==> src/hdl/retire_event_pkg.sv <==
package retire_event_pkg;

  // counters 12..17 are local indices 0..5
  localparam int unsigned COUNTER_COUNT = 6;
  localparam int unsigned SELECTOR_COUNT = 4;
  localparam int unsigned TAG_SEL_COUNT = 2;
  localparam int unsigned REG_COUNT = SELECTOR_COUNT + TAG_SEL_COUNT + COUNTER_COUNT;
  localparam int unsigned ADDR_WIDTH = 8;
  localparam int unsigned DATA_WIDTH = 32;

  // selector field layout
  localparam int unsigned CODE_MSB = 31;
  localparam int unsigned CODE_LSB = 25;
  localparam int unsigned MASK_MSB = 24;
  localparam int unsigned MASK_LSB = 9;
  // counter configuration field layout
  localparam int unsigned CCR_SEL_MSB = 15;
  localparam int unsigned CCR_SEL_LSB = 13;
  localparam int unsigned CCR_ENABLE_BIT = 12;

  // event select codes
  localparam logic [6:0] EV_UOP_TYPE = 7'h02;
  localparam logic [6:0] EV_BRANCH = 7'h06;
  localparam logic [6:0] EV_MISPRED = 7'h03;
  localparam logic [6:0] EV_FLOAT_ASSIST = 7'h03;

  // counter configuration select codes
  localparam logic [2:0] CCR_SEL_TAG = 3'h2;
  localparam logic [2:0] CCR_SEL_LOW = 3'h4;
  localparam logic [2:0] CCR_SEL_HIGH = 3'h5;

  // event mask bit positions
  localparam int unsigned load_mark_bit = 1;
  localparam int unsigned store_mark_bit = 2;
  localparam int unsigned not_taken_predicted_bit = 0;
  localparam int unsigned not_taken_mispredicted_bit = 1;
  localparam int unsigned taken_predicted_bit = 2;
  localparam int unsigned taken_mispredicted_bit = 3;
  localparam int unsigned genuine_retire_bit = 0;
  localparam int unsigned stack_underflow_assist_bit = 0;
  localparam int unsigned stack_overflow_assist_bit = 1;
  localparam int unsigned output_overflow_assist_bit = 2;
  localparam int unsigned output_underflow_assist_bit = 3;
  localparam int unsigned input_assist_bit = 4;

  // byte offsets
  localparam logic [7:0] OFF_RETIRE_SEL0 = 8'h00;
  localparam logic [7:0] OFF_RETIRE_SEL1 = 8'h04;
  localparam logic [7:0] OFF_RETIRE_SEL2 = 8'h08;
  localparam logic [7:0] OFF_RETIRE_SEL3 = 8'h0c;
  localparam logic [7:0] OFF_TAG_SEL0 = 8'h10;
  localparam logic [7:0] OFF_TAG_SEL1 = 8'h14;
  localparam logic [7:0] OFF_CCR12 = 8'h18;
  localparam logic [7:0] OFF_STATUS = 8'h30;
  localparam int unsigned IDX_TAG_SEL0 = 4;
  localparam int unsigned IDX_CCR12 = 6;
  localparam int unsigned IDX_STATUS = 12;
  localparam int unsigned STATUS_TAG_LOAD_BIT = 8;
  localparam int unsigned STATUS_TAG_STORE_BIT = 9;

  localparam logic [31:0] REG_RESET = 32'h0000_0000;

  typedef enum logic [1:0] {
    bus_idle = 2'b00,
    bus_ack = 2'b01
  } bus_state_type;

  // counters 14, 15, 17 sit on the odd selector of each pair
  function automatic logic counter_side(input int unsigned idx);
    return (idx == 2) || (idx == 3) || (idx == 5);
  endfunction : counter_side

endpackage : retire_event_pkg

==> src/hdl/reg_word.sv <==
`timescale 1ns/10ps
module reg_word
  import retire_event_pkg::*;
#(
  parameter int unsigned WIDTH = 32,
  parameter logic [WIDTH-1:0] RESET_VALUE = '0
) (
  // clock and reset
  input wire logic clk,
  input wire logic resetn,
  // write port
  input wire logic wr_en,
  input wire logic [WIDTH/8-1:0] byteenable,
  input wire logic [WIDTH-1:0] wdata,
  // stored value
  output logic [WIDTH-1:0] value_q
);
  logic [WIDTH-1:0] value_d;

  always_comb begin
    value_d = value_q;
    for (int b = 0; b < WIDTH / 8; b++) begin
      if (wr_en && byteenable[b]) begin
        value_d[b*8 +: 8] = wdata[b*8 +: 8];
      end
    end
  end

  always_ff @(posedge clk or negedge resetn) begin
    if (!resetn) begin
      value_q <= RESET_VALUE;
    end else begin
      value_q <= value_d;
    end
  end
endmodule : reg_word

==> src/hdl/event_qualify.sv <==
`timescale 1ns/10ps
module event_qualify
  import retire_event_pkg::*;
(
  // counter configuration
  input wire logic enable,
  input wire logic [2:0] group,
  input wire logic [31:0] selector,
  // retirement report
  input wire logic branch_valid,
  input wire logic branch_taken,
  input wire logic branch_mispred,
  input wire logic branch_bogus,
  input wire logic assist_valid,
  input wire logic [4:0] assist_kind,
  // qualified increment
  output logic hit
);
  logic [6:0] code;
  logic [15:0] mask;
  logic [1:0] outcome;

  always_comb begin
    code = selector[CODE_MSB:CODE_LSB];
    mask = selector[MASK_MSB:MASK_LSB];
    outcome = {branch_taken, branch_mispred};
    hit = 1'b0;
    case (group)
      CCR_SEL_LOW: begin
        // only genuine mispredicted branches
        hit = (code == EV_MISPRED) && mask[genuine_retire_bit] && branch_valid && branch_mispred
              && !branch_bogus;
      end
      CCR_SEL_HIGH: begin
        if (code == EV_BRANCH) begin
          // outcome indexes the four mask bits: nt-pred, nt-mispred, t-pred, t-mispred
          hit = branch_valid && mask[outcome];
        end else if (code == EV_FLOAT_ASSIST) begin
          hit = assist_valid && (
            (mask[stack_underflow_assist_bit] && assist_kind[stack_underflow_assist_bit]) ||
            (mask[stack_overflow_assist_bit] && assist_kind[stack_overflow_assist_bit]) ||
            (mask[output_overflow_assist_bit] && assist_kind[output_overflow_assist_bit]) ||
            (mask[output_underflow_assist_bit] && assist_kind[output_underflow_assist_bit]) ||
            (mask[input_assist_bit] && assist_kind[input_assist_bit]));
        end
      end
      // tagging only marks micro-ops, it never counts
      CCR_SEL_TAG: hit = 1'b0;
      default: hit = 1'b0;
    endcase
    hit = hit && enable;
  end
endmodule : event_qualify

==> src/hdl/retirement_event_select.sv <==
// Design decisions made here: the register offsets and register access over Avalon-MM.
`timescale 1ns/10ps
//Contract
// - micro-op tagging uses event code 02H with configuration select 02H, and mask bit 1 marks loads.
// - in micro-op tagging, mask bit 2 marks stores.
// - the load and store tag bits never increment any counter on their own.
// - branch retirement uses event code 06H with select 05H and counts branches matching any enabled outcome.
// - branch mask bits: 0 not-taken predicted, 1 not-taken mispredicted, 2 taken predicted, 3 taken mispredicted.
// - branch and assist events come only from selectors 2 and 3, selector 2 feeding 12/13/16, 3 feeding 14/15/17.
// - code 03H with select 04H and mask bit 0 counts genuine mispredicted branches via selectors 0 and 1 only.
// - code 03H with select 05H counts retired x87 instructions needing any enabled kind of assist.
// - assist mask bit 0 selects stack underflow.
// - assist mask bit 1 selects stack overflow.
// - assist mask bit 2 selects output overflow and bit 3 output underflow.
// - assist mask bit 4 selects input operand assists.
module retirement_event_select
  import retire_event_pkg::*;
(
  // clock and reset
  input wire logic clk,
  input wire logic resetn,
  // register bus
  input wire logic [ADDR_WIDTH-1:0] avs_address,
  input wire logic avs_read,
  input wire logic avs_write,
  input wire logic [DATA_WIDTH-1:0] avs_writedata,
  input wire logic [DATA_WIDTH/8-1:0] avs_byteenable,
  output logic [DATA_WIDTH-1:0] avs_readdata,
  output logic avs_waitrequest,
  // retirement report
  input wire logic branch_valid,
  input wire logic branch_taken,
  input wire logic branch_mispred,
  input wire logic branch_bogus,
  input wire logic assist_valid,
  input wire logic [4:0] assist_kind,
  input wire logic uop_valid,
  input wire logic uop_is_load,
  input wire logic uop_is_store,
  // counter increments and micro-op tags
  output logic [COUNTER_COUNT-1:0] count_inc,
  output logic uop_tag_load,
  output logic uop_tag_store
);
  bus_state_type state_q, state_d;
  logic wait_q, wait_d;
  logic [31:0] rdata_q, rdata_d;
  logic [31:0] reg_q [REG_COUNT];
  logic wr_fire;
  logic [3:0] word_idx;
  logic [31:0] read_mux;
  logic [31:0] status_w;
  logic [COUNTER_COUNT-1:0] hit_w;
  logic [COUNTER_COUNT-1:0] inc_q, inc_d;
  logic tag_load_q, tag_load_d, tag_store_q, tag_store_d;
  logic [TAG_SEL_COUNT-1:0] tag_side_used;

  function automatic logic [2:0] ccr_group(input logic [31:0] ccr);
    return ccr[CCR_SEL_MSB:CCR_SEL_LSB];
  endfunction : ccr_group

  assign word_idx = avs_address[5:2];
  // write lands on the edge where the master sees waitrequest low
  assign wr_fire = avs_write && (state_q == bus_ack);

  // register words: retire selectors, tag selectors, counter configurations
  for (genvar k = 0; k < REG_COUNT; k++) begin : g_regs
    reg_word #(
      .WIDTH(32),
      .RESET_VALUE(REG_RESET)
    ) u_word (
      .clk(clk),
      .resetn(resetn),
      .wr_en(wr_fire && (avs_address[7:6] == 2'b00) && (word_idx == 4'(k))),
      .byteenable(avs_byteenable),
      .wdata(avs_writedata),
      .value_q(reg_q[k])
    );
  end

  always_comb begin
    status_w = '0;
    status_w[COUNTER_COUNT-1:0] = inc_q;
    status_w[STATUS_TAG_LOAD_BIT] = tag_load_q;
    status_w[STATUS_TAG_STORE_BIT] = tag_store_q;
    read_mux = '0;
    if (avs_address[7:6] == 2'b00) begin
      if (word_idx < 4'(REG_COUNT)) begin
        read_mux = reg_q[word_idx];
      end else if (word_idx == 4'(IDX_STATUS)) begin
        read_mux = status_w;
      end
    end
  end

  // bus handshake: one wait cycle, then one cycle of waitrequest low
  always_comb begin
    state_d = state_q;
    wait_d = 1'b1;
    rdata_d = rdata_q;
    case (state_q)
      bus_idle: begin
        if (avs_read || avs_write) begin
          state_d = bus_ack;
          wait_d = 1'b0;
          if (avs_read) begin
            rdata_d = read_mux;
          end
        end
      end
      bus_ack: state_d = bus_idle;
      default: state_d = bus_idle;
    endcase
  end

  always_ff @(posedge clk or negedge resetn) begin
    if (!resetn) begin
      state_q <= bus_idle;
      wait_q <= 1'b1;
      rdata_q <= '0;
    end else begin
      state_q <= state_d;
      wait_q <= wait_d;
      rdata_q <= rdata_d;
    end
  end

  assign avs_waitrequest = wait_q;
  assign avs_readdata = rdata_q;

  // per counter: pick the selector that its configuration names
  for (genvar i = 0; i < COUNTER_COUNT; i++) begin : g_counters
    logic [31:0] ccr;
    logic [2:0] grp;
    logic side;
    logic [31:0] chosen;
    assign ccr = reg_q[IDX_CCR12 + i];
    assign grp = ccr_group(ccr);
    assign side = counter_side(i);
    always_comb begin
      case (grp)
        CCR_SEL_LOW: chosen = reg_q[32'(side)];
        CCR_SEL_HIGH: chosen = reg_q[2 + 32'(side)];
        CCR_SEL_TAG: chosen = reg_q[IDX_TAG_SEL0 + 32'(side)];
        default: chosen = '0;
      endcase
    end
    event_qualify u_qualify (
      .enable(ccr[CCR_ENABLE_BIT]),
      .group(grp),
      .selector(chosen),
      .branch_valid(branch_valid),
      .branch_taken(branch_taken),
      .branch_mispred(branch_mispred),
      .branch_bogus(branch_bogus),
      .assist_valid(assist_valid),
      .assist_kind(assist_kind),
      .hit(hit_w[i])
    );
  end

  // a tag selector is live when an enabled counter on its side selects tagging
  always_comb begin
    tag_side_used = '0;
    for (int i = 0; i < COUNTER_COUNT; i++) begin
      if (reg_q[IDX_CCR12 + i][CCR_ENABLE_BIT] && (ccr_group(reg_q[IDX_CCR12 + i]) == CCR_SEL_TAG)) begin
        tag_side_used[counter_side(i)] = 1'b1;
      end
    end
  end

  always_comb begin
    inc_d = hit_w;
    tag_load_d = 1'b0;
    tag_store_d = 1'b0;
    for (int s = 0; s < TAG_SEL_COUNT; s++) begin
      if (tag_side_used[s] && (reg_q[IDX_TAG_SEL0 + s][CODE_MSB:CODE_LSB] == EV_UOP_TYPE)) begin
        if (uop_valid && uop_is_load && reg_q[IDX_TAG_SEL0 + s][MASK_LSB + load_mark_bit]) begin
          tag_load_d = 1'b1;
        end
        if (uop_valid && uop_is_store && reg_q[IDX_TAG_SEL0 + s][MASK_LSB + store_mark_bit]) begin
          tag_store_d = 1'b1;
        end
      end
    end
  end

  always_ff @(posedge clk or negedge resetn) begin
    if (!resetn) begin
      inc_q <= '0;
      tag_load_q <= 1'b0;
      tag_store_q <= 1'b0;
    end else begin
      inc_q <= inc_d;
      tag_load_q <= tag_load_d;
      tag_store_q <= tag_store_d;
    end
  end

  assign count_inc = inc_q;
  assign uop_tag_load = tag_load_q;
  assign uop_tag_store = tag_store_q;

  // checks on counter 12 (local 0) and the bus
  logic [31:0] ccr0;
  logic [2:0] grp0;
  logic [15:0] mask_sel0, mask_sel2, mask_tag0;
  logic [6:0] code_sel0, code_sel2;
  assign ccr0 = reg_q[IDX_CCR12];
  assign grp0 = ccr0[CCR_SEL_MSB:CCR_SEL_LSB];
  assign mask_sel0 = reg_q[0][MASK_MSB:MASK_LSB];
  assign mask_sel2 = reg_q[2][MASK_MSB:MASK_LSB];
  assign mask_tag0 = reg_q[IDX_TAG_SEL0][MASK_MSB:MASK_LSB];
  assign code_sel0 = reg_q[0][CODE_MSB:CODE_LSB];
  assign code_sel2 = reg_q[2][CODE_MSB:CODE_LSB];
endmodule : retirement_event_select

==> config.mk <==
export PLATFORM = sky130hd
export DESIGN_NAME = retirement_event_select
export DESIGN_NICKNAME = d
export VERILOG_FILES = /design/src/hdl/retire_event_pkg.sv /design/src/hdl/reg_word.sv /design/src/hdl/event_qualify.sv /design/src/hdl/retirement_event_select.sv
export SDC_FILE = /design/constraint.sdc
export NUM_CORES = 1
export LEC_CHECK = 0
export BUFFER_PORTS_ARGS = -buffer_cell sky130_fd_sc_hd__buf_2
export CORE_UTILIZATION = 25
export CTS_CLUSTER_DIAMETER = 50
export DETAILED_ROUTE_END_ITERATION = 8
export SLEW_MARGIN = 20
export SYNTH_ARGS = -nofsm -noshare
export SYNTH_HDL_FRONTEND = slang
export SYNTH_HIERARCHICAL = 1
export SYNTH_SLANG_ARGS = --single-unit
==> constraint.sdc <==
create_clock -name clk -period 2.4 [get_ports clk]
set_input_delay 0.24 -clock clk [delete_from_list [all_inputs] [get_ports clk]]
set_output_delay 0.24 -clock clk [all_outputs]
set_load 0.005 [all_outputs]
Yosys cells after proc, flatten, opt, wreduce, memory -nomap -nowiden
Cells that the tools add are included.
Widths: inputs -> output; s select.
{ "op_classes": {"order_cmp": 3, "n_eq_ne": 46, "muxes": 60, "bitwise_logic": 1, "n_reduce_logical": 178} }
{ "ops": {"columns": ["operator", "count"], "rows": [
  ["$pmux 32 s3", 6],
  ["$logic_and 1x1->1", 148],
  ["$bmux 32 s4", 1],
  ["$mux 32", 4],
  ["$eq 7x2->1 const B", 8],
  ["$eq 7x3->1 const B", 6],
  ["$eq 3x3->1 const B", 12],
  ["$mux 1", 34],
  ["$logic_or 1x1->1", 25],
  ["$eq 4x4->1 const B", 5],
  ["$eq 3x2->1 const B", 6],
  ["$eq 4x3->1 const B", 4],
  ["$bmux 1 s2", 6],
  ["$pmux 1 s2", 6],
  ["$mux 10", 1],
  ["$eq 4x2->1 const B", 2],
  ["$ge 5x5->1 const B", 1],
  ["$lt 2x5->1 const B", 1],
  ["$not 4->5", 1],
  ["$eq 4x1->1 const B", 1],
  ["$logic_not 2->1", 2],
  ["$logic_not 4->1", 1],
  ["$lt 4x4->1 const B", 1],
  ["$mux 2", 2],
  ["4 further kinds", 4]
]} }
{ "totals": {"register_bits": 427, "in_bits": 61, "output_inout_bits": 41, "elab_cells": 342} }

Logic depth before layout (Yosys ltp)
{ "depth": {"ltp_word": 12, "depth_mapped": 11, "ltp_nobuf": 8} }

Cells and area by module
The synthesis kept the hierarchy.
{ "by_module_without_submodules": {"columns": ["module", "n_inst", "cells_each", "area_per_inst_um2", "seq_area_each_um2"], "rows": [
  ["reg_word", 12, 68, 1186.1, 800.8],
  ["retirement_event_select", 1, 1038, 8316.7, 1052.3],
  ["event_qualify", 6, 16, 126.4, 0.0]
]} }

Worst setup path before layout
OpenSTA, ideal clock, no wires.
{ "synth_timing": {"path_kind": "input-to-reg", "startpoint": "input avs_address[4]", "endpoint": "register g_regs[4].u_word.value_q[10]", "setup_ns": 0.125, "arrival_time_ns": 1.999, "t_required_ns": 2.275, "slack_ns": 0.276, "path_stages": 6, "path_buffers": 1, "cell_sequence": "buf_2 nand2b_2 or4_1 nor3_1 nand2_2 mux2_2"} }
{ "synth_via": {"elab_chain_len": 3} }
{ "synth_rtl": {"columns": ["element", "line", "text"], "rows": [
  ["from (decl)", "retirement_event_select.sv:23", "input wire logic [ADDR_WIDTH-1:0] avs_address,"],
  ["$eq 4x3->1", "retirement_event_select.sv:74", ".wr_en(wr_fire && (avs_address[7:6] == 2'b00) && (word_idx == 4'(k))),"],
  ["$logic_and 1x1->1", "retirement_event_select.sv:74", null],
  ["$logic_and 1x1->1", "reg_word.sv:23", "if (wr_en && byteenable[b]) begin"],
  ["to (signal assigned)", "reg_word.sv:33", "value_q <= value_d;"],
  ["to (decl)", "reg_word.sv:16", "output logic [WIDTH-1:0] value_q"]
]} }
Every way passes these cells.
A chain may end at the register's enable or synchronous reset.

Worst setup path after layout
{ "layout_timing": {"startpoint": "register g_regs[9].u_word.value_q[15]", "endpoint": "register inc_q[3], in the netlist count_inc[3]"} }
{ "layout_via": {"word_cells_on_any_way": 27, "classes_between": "eq/ne: 5; mux: 6; reduce/logical: 16"} }
{ "layout_rtl": {"columns": ["element", "line", "text"], "rows": [
  ["from (decl)", "reg_word.sv:16", null],
  ["from (signal assigned)", "reg_word.sv:33", null],
  ["$eq 3x2->1 / $eq 3x3->1 (equally long branches)", "retirement_event_select.sv:141", "case (grp)"],
  ["$pmux 32 s3 (*)", "retirement_event_select.sv:141", null],
  ["net g_counters[3].chosen[30]", "retirement_event_select.sv:136", "logic [31:0] chosen;"],
  ["$eq 7x2->1", "event_qualify.sv:31, event_qualify.sv:38", null],
  ["$logic_and 1x1->1 (3 in a row)", "event_qualify.sv:31", "hit = (code == EV_MISPRED) && mask[genuine_retire_bit] && branch_valid && branch_mispred"],
  ["$logic_and 1x1->1", "event_qualify.sv:32", "&& !branch_bogus;"],
  ["$pmux 1 s2 (*)", "event_qualify.sv:28", "case (group)"],
  ["$logic_and 1x1->1 (*)", "event_qualify.sv:51", "hit = hit && enable;"],
  ["net hit_w[3]", "retirement_event_select.sv:53", "logic [COUNTER_COUNT-1:0] hit_w;"],
  ["to (signal assigned)", "retirement_event_select.sv:194", "inc_q <= inc_d;"],
  ["to (decl)", "retirement_event_select.sv:54", "logic [COUNTER_COUNT-1:0] inc_q, inc_d;"]
]} }
The timed path passes the listed nets; every way through them passes the cells marked *. The select of a mux whose other input is x is not followed.

==> results.toml <==
[run_status]
outcome = "finished clean"

[sta]
max_freq_ghz = 0.434
relSlewSlack_pct = 60.9
tightest_slew_ns = 0.586
fin_skew_ns = 0.0269
setup_slack_ns = 0.0961
tns_ns = 0
setup_viol = 0
drv_slew = 0
fin_crit_sh_pct = 96.0
finalHoldViolCount = 0
period_minus_slack_ns = 2.30
grt_setup_unrepaired = "true"

[yosys]
netlist_instances = 1590
syn_area_um2 = 21300
synth_nets = 1651
postSynthAreaPerCell_um2 = 13.4
yosys_warnings = 6

[worst_hold_path]
holdCritPathClass = "in -> reg"
hp-start = "avs_writedata[11]"
worstHoldPathCells = 2
min_to = "g_regs[2].u_word/value_q[11]"

[cells_and_area]
area_delta_synth_final_pct = 18.1
drive_gt1_share_pct = 46.2
fillers = 8455
final_common_cell = "dfrtp_1"
final_cell_mix = "425 x dfrtp_1, 384 x mux2_2, 96 x buf_2"
fin_nets = 1771

[clocking]
clk_pin_slew_ns = 0.06
cts_buffers = 50
root_buffer = "clkbuf_16"
htreeDepth = 2
cts_tree = "yes"
clockBufferDepth = 3
worstSkewPairLatency_ns = 0.60
numClockSinks = 426

[grt]
grt_pass1_vias = 15254
grt_start_max_net_pins = 94
track_usage_pct = 15.4
antenna_found_initial = 14
grt_remaining_overflow = 0
grt_pass1_wl_um = 100000

[setup_path]
worst_ep_arrival_time_ns = 2.84
worstRegToRegCells = 10
cp-start-kind = "flop"
critPathKind = "reg -> reg"
cp.required_ns = 2.94
critPathMaxFanout = 8
r2r_setup_slack_ns = 0.1
regToRegEndpoint = "count_inc[3]"
reg2reg_from = "g_regs[9].u_word/value_q[15]"
endpoint_kind = "flop"

[floorplan]
row_count = 106
die_h_um = 294
ios = 102
fp.coreArea_um2 = 84000
initial_core_util_pct = 25.4
die_x_um = 294
dieArea_um2 = 86400

[routing]
firstDrtPassIters = 7
vias = 14489
wl_per_cell_um = 23.0
antenna_left = 0
drc_errors = 0
viasPerCell = 5.02
dr.first_iter.drc_count = 1140
routed_wirelength_um = 66300

[pwr]
power_density_nw_per_um2 = 665
p_leak_nw = 11.5
irDropWorstVdd_v = 0.000489

[job]
drv_cap = 0

[placement]
gp_congestion = 0.909
io_buffer_count = 99
dp_slack_ns = -0.0109
hpwl_um = 46500
[worst max-delay path by stage]
stage	from	end	slack [ns]	cells after the start
5_1_grt	g_regs[11].u_word/value_q[15]	count_inc[5]	-0.05	9
2_1_floorplan	avs_address[4]	g_regs[4].u_word/value_q[10]	0.28	6
4_1_cts	g_regs[6].u_word/value_q[15]	count_inc[0]	0.03	7
6_report	g_regs[9].u_word/value_q[15]	count_inc[3]	0.1	10
3_5_place_dp	g_regs[11].u_word/value_q[15]	count_inc[5]	-0.01	9
3_3_place_gp	g_regs[9].u_word/value_q[15]	count_inc[3]	-0.02	10
[registers in the layout, summed over array words and instances, names as in the netlist]
signal / count
uop_tag_load: 1
state_q: 1
g_regs.u_word/value_q: 384
avs_readdata: 32
count_inc: 6
avs_waitrequest: 1
uop_tag_store: 1
[power breakdown]
part           internal (mW)  switching (mW)
Sequential              7.50           0.256
Clock                   4.45            3.16
Combinational          0.614           0.745
[per-layer routing]
| metal | global-route usage [%] | share of wire, % | vias up |
|---|---|---|---|
| li1 | - | - | 6233 |
| met1 | 20.2 | 43 | 7663 |
| met2 | 25.3 | 48 | 452 |
| met3 | 3.18 | 6.5 | 125 |
| met4 | 4.75 | 2.9 | 16 |
| met5 | 0 | 0.15 | - |
[critical path, cell delays in order, from the launching register on]
cell and delay (ns):
dfrtp_1 0.42, nor2b_1 0.17, and2_0 0.19, buf_4 0.18, nand2_1 0.06, o21ai_0 0.13
nand2b_4 0.18, nor4_4 0.26, nand4b_1 0.15, a311oi_2 0.34, buf_4 0.16
[repair_timing]
item                                    CTS  global route
gates resized for setup                   2             9
endpoints found under the setup margin    2             4
pin swaps                                 0             3
buffers inserted                          0             1
hold buffers                              6             0
endpoints found under the hold margin   288             0
[through the flow]
step,util [%],instance area (um^2),instances,power (mW),hold WS [ns]
3_3_place_gp,27.9,23400,2785,9.17,0.139
3_5_place_dp,27.9,23400,2785,9.24,0.144
2_1_floorplan,-,21300,1590,8.55,-0.0556
4_1_cts,29.9,25100,2883,16.9,0.00819
6_report,30.0,25200,2888,16.7,0.0359
5_1_grt,30.0,25200,2885,17.4,0.0441
[area by class of cell]
| cell class | instances | area, um^2 | area share, % |
|---|---|---|---|
| sequential | 426 | 10700 | 42.4 |
| multi-input combinational | 1034 | 10100 | 40.0 |
| tap | 1134 | 1420 | 5.64 |
| clock buffer | 68 | 1400 | 5.56 |
| timing repair buffer | 190 | 1340 | 5.32 |
| clock inverter | 24 | 251 | 0.999 |
| inverter | 8 | 30.0 | 0.119 |
| antenna | 4 | 10.0 | 0.0398 |
Power figures use the tool's default switching activity.
